[config.mk]
export PLATFORM = sky130hd
export DESIGN_NAME = acmp_ctrl
export DESIGN_NICKNAME = d
export VERILOG_FILES = /design/src/common/acmp_pkg.sv /design/src/common/acmp_chan_if.sv /design/src/verilog/acmp_sync.sv /design/src/verilog/acmp_chan.sv /design/src/verilog/acmp_ctrl.sv
export VERILOG_INCLUDE_DIRS = /design/src /design/src/common
export SDC_FILE = /design/constraint.sdc
export NUM_CORES = 1
export LEC_CHECK = 0
export BUFFER_PORTS_ARGS = -buffer_cell sky130_fd_sc_hd__buf_2
export CORE_MARGIN = 2
export CORE_UTILIZATION = 55
export DETAILED_ROUTE_END_ITERATION = 16
export PLACE_DENSITY = 0.73
export SYNTH_ARGS = -nofsm -noshare
export SYNTH_HDL_FRONTEND = slang
export SYNTH_SLANG_ARGS = --single-unit
[constraint.sdc]
create_clock -name sys_clk -period 6.18 [get_ports sys_clk]
set_clock_uncertainty 0.05 [all_clocks]
set_input_delay 1.236 -clock sys_clk [delete_from_list [all_inputs] [get_ports sys_clk]]
set_output_delay 1.236 -clock sys_clk [all_outputs]
set_load 0.05 [all_outputs]
[src/common/acmp_defs.svh]
// Constants shared by the comparator control block.
`ifndef ACMP_DEFS_SVH
`define ACMP_DEFS_SVH

`define ACMP_NUM_CH    8
`define ACMP_NUM_PAIR  4
`define ACMP_CNT_W     10
`define ACMP_CNT_RESET 10'h000

`endif

[src/common/acmp_pkg.sv]
// Types for the comparator control block.
package acmp_pkg;

  typedef enum logic [1:0] {
    acmp_off_mode           = 2'h0,
    continuous_measure_mode = 2'h1,
    user_triggered_mode     = 2'h2,
    event_triggered_mode    = 2'h3
  } acmp_mode_t;

  typedef enum logic [2:0] {
    acmp_st_off   = 3'h1,
    acmp_st_warm  = 3'h2,
    acmp_st_ready = 3'h4
  } acmp_state_t;

endpackage

[src/common/acmp_chan_if.sv]
// Signals between the sequencer and one comparator channel.
`include "acmp_defs.svh"

interface acmp_chan_if #(
  parameter int CNT_W = `ACMP_CNT_W
);
  acmp_pkg::acmp_mode_t mode;
  logic                 run;
  logic                 tick;
  logic [CNT_W-1:0]     warmup;
  logic                 sample;
  logic                 start;
  logic                 ready;
  logic                 cur;
  logic                 result;
  logic                 done;
  logic                 pending;
  logic                 analog_en;

  modport ctrl (output mode, run, tick, warmup, sample, start,
                input  ready, cur, result, done, pending, analog_en);
  modport chan (input  mode, run, tick, warmup, sample, start,
                output ready, cur, result, done, pending, analog_en);
endinterface

[src/verilog/acmp_sync.sv]
// Two-flop synchroniser for levels arriving from outside the clock domain.
module acmp_sync #(
  parameter int WIDTH = 1
) (
  // Clock and reset
  input  wire logic             sys_clk,
  input  wire logic             reset,
  // Data
  input  wire logic [WIDTH-1:0] d,
  output logic      [WIDTH-1:0] q
);
  logic [WIDTH-1:0] meta;

  always_ff @(posedge sys_clk or posedge reset) begin
    if (reset) begin
      meta <= '0;
      q    <= '0;
    end else begin
      meta <= d;
      q    <= meta;
    end
  end
endmodule

[src/verilog/acmp_chan.sv]
// One comparator channel: startup count, ready flag and result sampling.
`include "acmp_defs.svh"

module acmp_chan #(
  parameter int CNT_W = `ACMP_CNT_W
) (
  // Clock and reset
  input  wire logic  sys_clk,
  input  wire logic  reset,
  // Sequencer side
  acmp_chan_if.chan  bus
);
  acmp_pkg::acmp_state_t state;
  logic [CNT_W-1:0]      warm_cnt;
  logic                  active;
  logic                  warm_done;
  logic                  do_cmp;

  assign active    = bus.run && (bus.mode != acmp_pkg::acmp_off_mode); // RULE3
  assign warm_done = ({1'b0, warm_cnt} + {{CNT_W{1'b0}}, 1'b1}) >= {1'b0, bus.warmup};
  // Continuous mode samples every tick, single-shot modes only while a start is pending.
  assign do_cmp    = (state == acmp_pkg::acmp_st_ready) && active && bus.tick &&
                     ((bus.mode == acmp_pkg::continuous_measure_mode) || bus.pending); // RULE9 RULE10

  always_ff @(posedge sys_clk or posedge reset) begin
    if (reset) begin
      state <= acmp_pkg::acmp_st_off;
    end else begin
      case (state)
        acmp_pkg::acmp_st_off: begin
          if (active) state <= acmp_pkg::acmp_st_warm; // RULE22
        end
        acmp_pkg::acmp_st_warm: begin
          if (!active) state <= acmp_pkg::acmp_st_off;
          else if (bus.tick && warm_done) state <= acmp_pkg::acmp_st_ready; // RULE6 RULE7
        end
        acmp_pkg::acmp_st_ready: begin
          if (!active) state <= acmp_pkg::acmp_st_off; // RULE22
        end
        default: state <= acmp_pkg::acmp_st_off;
      endcase
    end
  end

  // Without comparator clock edges the count simply holds, so a stopped clock resumes cleanly.
  always_ff @(posedge sys_clk or posedge reset) begin
    if (reset) warm_cnt <= '0;
    else if (state != acmp_pkg::acmp_st_warm) warm_cnt <= '0; // RULE22
    else if (bus.tick && !(&warm_cnt)) warm_cnt <= warm_cnt + {{(CNT_W-1){1'b0}}, 1'b1}; // RULE17
  end

  // A new start in the completing cycle wins and launches one more comparison.
  always_ff @(posedge sys_clk or posedge reset) begin
    if (reset) bus.pending <= 1'b0;
    else if (!active) bus.pending <= 1'b0;
    else if (bus.start) bus.pending <= 1'b1;
    else if (do_cmp) bus.pending <= 1'b0; // RULE11 RULE13
  end

  always_ff @(posedge sys_clk or posedge reset) begin
    if (reset) begin
      bus.done   <= 1'b0;
      bus.cur    <= 1'b0;
      bus.result <= 1'b0;
    end else begin
      bus.done <= do_cmp;
      if (do_cmp) bus.cur <= bus.sample; // RULE9
      if (!active || state != acmp_pkg::acmp_st_ready) bus.result <= 1'b0; // RULE21
      else if (do_cmp) bus.result <= bus.sample;
    end
  end

  assign bus.ready     = (state == acmp_pkg::acmp_st_ready); // RULE7
  assign bus.analog_en = (state != acmp_pkg::acmp_st_off);
endmodule

[src/verilog/acmp_ctrl.sv]
// Sequencer for an array of analog comparators with window pairing.
`include "acmp_defs.svh"

// Operation
// RULE1: Window pairs are fixed couples 0-1, 2-3, 4-5, 6-7, numbered 0 to 3.
// RULE2: Outside window use every channel works on its own, ignoring its partner.
// RULE3: Nothing runs until global enable is set; each channel also needs a mode.
// RULE4: Mode field: 0 off, 1 continuous, 2 user single shot, 3 event single shot.
// RULE5: Channels may be mixed, some used alone while others form window pairs.
// RULE6: After enabling, count the startup time in comparator clock edges before results.
// RULE7: Ready bit sets once startup time passed; reads zero during startup.
// RULE8: A window pair is ready only when both its channels are ready.
// RULE9: Continuous mode samples every comparator clock edge into the current compare bit.
// RULE10: Continuous mode reports every comparison until the mode returns to off.
// RULE11: A user start launches exactly one comparison after startup, then nothing more.
// RULE12: Hardware clears the user start bit once its comparison completed.
// RULE13: With event trigger enabled, an event sets event start and runs one comparison.
// RULE14: Hardware clears the event start bit once its comparison completed.
// RULE15: The system clock must run at least four times the comparator clock.
// RULE16: Software should disable the block before stopping its clock.
// RULE17: A stopped clock halts the block; it resumes where it stopped.
// RULE18: The block keeps running while the processor is halted for debug.
// RULE19: One interrupt request output covers every interrupt source.
// RULE20: An event starts all event-mode channels together; other modes ignore it.
// RULE21: A channel's comparison output reads zero while its ready bit is zero.
// RULE22: Leaving off restarts the startup count; returning to off clears ready.
module acmp_ctrl #(
  parameter int NCH   = `ACMP_NUM_CH,
  parameter int NPAIR = `ACMP_NUM_PAIR,
  parameter int CNT_W = `ACMP_CNT_W
) (
  // Clock and reset
  input  wire logic              sys_clk,
  input  wire logic              reset,
  // Control
  input  wire logic              global_enable,
  input  wire logic              event_trigger_enable_bit,
  input  wire logic [CNT_W-1:0]  startup_time_field,
  input  wire logic [2*NCH-1:0]  channel_config_reg,
  input  wire logic              user_start_write,
  // Peripheral event in
  input  wire logic              peripheral_event_in,
  // Comparator array
  input  wire logic              comparator_sample_clock,
  input  wire logic [NCH-1:0]    comparator_raw,
  output logic      [NCH-1:0]    comparator_enable,
  // Status
  output logic                   user_single_start_bit,
  output logic                   event_single_start_bit,
  output logic      [NCH-1:0]    channel_ready_bit,
  output logic      [NCH-1:0]    current_compare_bit,
  output logic      [NCH-1:0]    comparison_output,
  output logic      [NPAIR-1:0]  window_ready,
  // Events and interrupt
  output logic      [NCH-1:0]    compare_event,
  output logic                   irq
);
  logic           clk_sync;
  logic           clk_prev;
  logic           tick;
  logic [NCH-1:0] cmp_sync;
  logic [NCH-1:0] user_ch;
  logic [NCH-1:0] event_ch;
  logic [NCH-1:0] pend;
  logic [NCH-1:0] start_ch;
  logic           trig_evt;
  logic           user_single_start_bit_launched;
  logic           event_single_start_bit_launched;

  acmp_sync #(.WIDTH(1)) u_clk_sync (
    .sys_clk (sys_clk),
    .reset   (reset),
    .d       (comparator_sample_clock),
    .q       (clk_sync)
  );

  acmp_sync #(.WIDTH(NCH)) u_cmp_sync (
    .sys_clk (sys_clk),
    .reset   (reset),
    .d       (comparator_raw),
    .q       (cmp_sync)
  );

  // Rising edges are found by sampling, which is only reliable with the 4x clock ratio.
  always_ff @(posedge sys_clk or posedge reset) begin
    if (reset) clk_prev <= 1'b0;
    else clk_prev <= clk_sync;
  end

  // No debug halt input: comparator timing runs on regardless of the processor.
  assign tick = clk_sync && !clk_prev; // RULE15 RULE18

  assign trig_evt = peripheral_event_in && event_trigger_enable_bit && global_enable; // RULE13

  genvar i;
  generate
    for (i = 0; i < NCH; i++) begin : g_ch
      acmp_chan_if #(.CNT_W(CNT_W)) ch_if ();
      acmp_pkg::acmp_mode_t mode_i;

      assign mode_i      = acmp_pkg::acmp_mode_t'(channel_config_reg[2*i +: 2]); // RULE4
      assign user_ch[i]  = (mode_i == acmp_pkg::user_triggered_mode);
      assign event_ch[i] = (mode_i == acmp_pkg::event_triggered_mode);
      // Only this channel's own mode and start feed it, so partners never interact.
      assign start_ch[i] = (user_ch[i] && user_start_write) || (event_ch[i] && trig_evt); // RULE2 RULE20

      assign ch_if.mode   = mode_i;
      assign ch_if.run    = global_enable; // RULE3
      assign ch_if.tick   = tick;
      assign ch_if.warmup = startup_time_field;
      assign ch_if.sample = cmp_sync[i];
      assign ch_if.start  = start_ch[i];

      acmp_chan #(.CNT_W(CNT_W)) u_chan (
        .sys_clk (sys_clk),
        .reset   (reset),
        .bus     (ch_if.chan)
      );

      assign pend[i]                = ch_if.pending;
      assign channel_ready_bit[i]   = ch_if.ready;
      assign current_compare_bit[i] = ch_if.cur;
      assign comparison_output[i]   = ch_if.result;
      assign compare_event[i]       = ch_if.done;
      assign comparator_enable[i]   = ch_if.analog_en;
    end

    for (i = 0; i < NPAIR; i++) begin : g_pair
      // Pairs are formed per pair, so single and paired channels can coexist.
      always_ff @(posedge sys_clk or posedge reset) begin
        if (reset) window_ready[i] <= 1'b0;
        else window_ready[i] <= channel_ready_bit[2*i] && channel_ready_bit[2*i+1]; // RULE1 RULE5 RULE8
      end
    end
  endgenerate

  // The start bits are held one cycle after setting so the channels can latch their pending flag.
  always_ff @(posedge sys_clk or posedge reset) begin
    if (reset) begin
      user_single_start_bit <= 1'b0;
      user_single_start_bit_launched       <= 1'b0;
    end else begin
      user_single_start_bit_launched <= user_start_write;
      if (user_start_write) user_single_start_bit <= 1'b1;
      else if (!user_single_start_bit_launched && !(|(pend & user_ch))) user_single_start_bit <= 1'b0; // RULE12
    end
  end

  always_ff @(posedge sys_clk or posedge reset) begin
    if (reset) begin
      event_single_start_bit <= 1'b0;
      event_single_start_bit_launched        <= 1'b0;
    end else begin
      event_single_start_bit_launched <= trig_evt;
      if (trig_evt) event_single_start_bit <= 1'b1; // RULE13
      else if (!event_single_start_bit_launched && !(|(pend & event_ch))) event_single_start_bit <= 1'b0; // RULE14
    end
  end

  // Interrupt tracks the completion pulses of all channels on one line.
  always_comb begin
    irq = |compare_event; // RULE19
  end

  generate
    for (i = 0; i < NCH; i++) begin : g_chk
      logic [CNT_W:0] tick_seen;

      // Counts comparator edges since the channel left off, apart from the channel's own counter.
      always_ff @(posedge sys_clk or posedge reset) begin
        if (reset) tick_seen <= '0;
        else if (!comparator_enable[i]) tick_seen <= '0;
        else if (tick && !(&tick_seen)) tick_seen <= tick_seen + {{CNT_W{1'b0}}, 1'b1};
      end

    end

    for (i = 0; i < NPAIR; i++) begin : g_wchk

    end
  endgenerate
endmodule

==> metrics.txt <==
Post-synth EDFFs 0; Setup TNS Final 0 ns; # diodes 0; CTS Hold Buffers Added 0; Die Area 0.0197 sq mm; CTS Root Cell clkbuf_16; worst rel slew slack 24.5%; r2r setup slk 3.38 ns; Post-Synthesis Net Count 1206; clk_lat worst skew 0.43 ns; register area share after synthesis 39.9%; top cells by area, synth dfrtp_1 38%, ha_1 11%, xor2_1 7.3%; commonest cells in the netlist 155 x dfrtp_1, 121 x nor2_1, 113 x nand2_1; post-route ant nets 0; final net count 1244; layout cells sized above 1 15.4%; pwr/cell area 216 mW/mm^2; Global Route met2 Usage 38.2%; Hold Vio Cnt, Final 0; RSZ-0062 raised after global routing no; chip height 141 um; fin crit share 50.7%; Area Overhead vs Synth 8.39%; Routed WL 22400 um; Yosys top cell area share 37.8%; Rows 49; hpwl dp 15400 um; gpl congestion 0.848; IO buf count 87; total number of H-tree levels 4; setup bufs post-CTS 0; Tmin final 3.13 ns; Required @ worst endpoint 4.89 ns; Crit. End Element primary output; initial DRC count 456; CTS tree done; DRC 0; synthesized cell area 0.0103 sq mm; P_leak 5.32 nW; pin count of the biggest net entering global routing 119; first-pass GRT wire length 37600 um; routed via count 7774; Max IR drop VDD 196 uV; MaxCap Viol Count 0; Clock Sink Count 163; clk buf depth 2; routing usage on met3 3.86%; Clock Pin Slew Worst Setup and Hold Paths 0.06 ns; CORE AREA 0.0181 sq mm; Slew Viols, Final 0; Critical Path AT 1.84 ns; GRT Resource Usage Total 23.6%; Vias/cell 5.73; most frequent cell after synthesis dfrtp_1; leading register cell type out of synthesis dfrtp_1; Critical Path Source Type register; # fillers 1548; Yosys top cell by area dfrtp_1; Placed Cells incl. Taps 1325; maximum clock rate 0.319 GHz; status completed; Yosys warnings 0; TritonRoute pass-1 iters 5; final setup fails 0; Yosys cell types 71; final std cells w/o fill 1357; layer with the highest usage met2; Ports 88; Starting Density 56.5%; number of global-route vias before repair 7658; Synth async-reset ratio 100%; die width 141 um; Worst Tran Pin Value 1.12 ns; Critical Path Fanout Max 5; Crit Path Class register to primary output; type of the tightest min-delay check register to register; total CTS buffers 17; Mapped Cells 1077; met1 usage 32.8%; Avg Inst Size Synth 9.52 sq um; Post-CTS Resized 0; initial antenna violation count 0; WL/cell 16.5 um; FF+latch count, synth 163; total gr overflow 0
power by group:
| part | internal [mW] | switching, mW |
|---|---|---|
| combinational | 0.0682 | 0.166 |
| clock | 0.626 | 0.426 |
| sequential | 1.09 | 0.0161 |
cells by family (layout without fill, tap and decap cells):
logic type      count (synthesis)  after routing  synth area share, %
compound gates                168            168                 11.2
flops                         163            163                 39.9
xor+xnor                      135            135                 11.5
fa+ha+maj                      88             88                 10.7
simple gates                  399            399                 19.0
buf+inv                       107            158                 5.85
mux                            17             17                 1.76
metrics by stage:
stage | power [mW] | area [sq um] | worst slack [ns] | util (%) | hold WS, ns
floorplan | 1.30 | 10300 | 0.502 | - | 0.281
global route | 2.49 | 11100 | 3.02 | 61.2 | 0.302
finish | 2.40 | 11100 | 3.05 | 61.2 | 0.297
CTS | 2.41 | 11100 | 3.06 | 61.2 | 0.299
detailed placement | 1.36 | 10500 | 2.94 | 58.0 | 0.285
global placement | 1.36 | 10500 | 2.99 | 58.0 | 0.282
metal layers:
| metal | part of all wire, % | wire (um) | up-vias |
|---|---|---|---|
| met5 | 0 | 0 | - |
| met4 | 1.6 | 354 | 0 |
| met3 | 5.3 | 1180 | 32 |
| met2 | 46 | 10400 | 194 |
| met1 | 47 | 10500 | 3772 |
| li1 | - | - | 3776 |
sequential cells by signal (all words and copies together), names as in the netlist:
name	count
g_ch.u_chan.bus.result	8
u_cmp_sync.q	8
g_ch.u_chan.bus.cur	8
u_clk_sync.meta	1
g_ch.u_chan.bus.pending	8
event_single_start_bit_launched	1
clk_prev	1
user_single_start_bit_launched	1
window_ready	4
g_ch.u_chan.warm_cnt	80
user_single_start_bit	1
event_single_start_bit	1
g_ch.u_chan.state	24
u_cmp_sync.meta	8
g_ch.u_chan.bus.done	8
u_clk_sync.q	1
layout by cell type (no fill, tap or decap), types with 6 or more instances in the layout:
master and instances:
o21a_1 8, dfrtp_1 155, o211ai_1 9, mux2i_1 9, xor2_1 85, a21oi_1 28, o21ai_0 41, and3_1 22
ha_1 88, nor2_1 121, or3b_2 7, buf_2 87, clkbuf_16 17, nand3_1 31, o22ai_1 11, a211oi_2 6
a211oi_1 7, nand2_1 113, xnor2_1 50, a21o_1 8, a31oi_1 11, mux2_2 8, dfstp_2 8, o21ai_1 6
nand4_1 29, a31o_2 6, or2_2 6, nor3_1 16, inv_1 37, nand2b_1 11
final cells by class:
| class | count | area [sq um] | share of cell area [%] |
|---|---|---|---|
| clock buffers | 23 | 478 | 4.30 |
| clock inverters | 9 | 104 | 0.935 |
| inverters | 38 | 148 | 1.33 |
| multi-input cells | 807 | 5560 | 50.1 |
| flip-flops and latches | 163 | 4090 | 36.8 |
| well taps | 229 | 287 | 2.58 |
| repair buffers | 88 | 443 | 3.99 |
worst paths after layout:
path | start | end | cells after the start
min reg2reg | u_cmp_sync.meta[4] | u_cmp_sync.q[4] | 0
min in group asynchronous | reset | g_ch[6].u_chan.warm_cnt[7] | 2
max in group asynchronous | reset | g_ch[4].u_chan.warm_cnt[0] | 3
max reg2reg | g_ch[5].u_chan.warm_cnt[0] | g_ch[5].u_chan.state[2] | 9
min | u_cmp_sync.meta[4] | u_cmp_sync.q[4] | 0
max | g_ch[6].u_chan.state[1] | channel_ready_bit[6] | 3
critical path, stage by stage, from the launching register on:
cell	delay, ns
dfrtp_1	0.41
or3b_1	0.50
inv_1	0.21
buf_2	0.30
No activity file was read; power rests on OpenSTA's default activity.
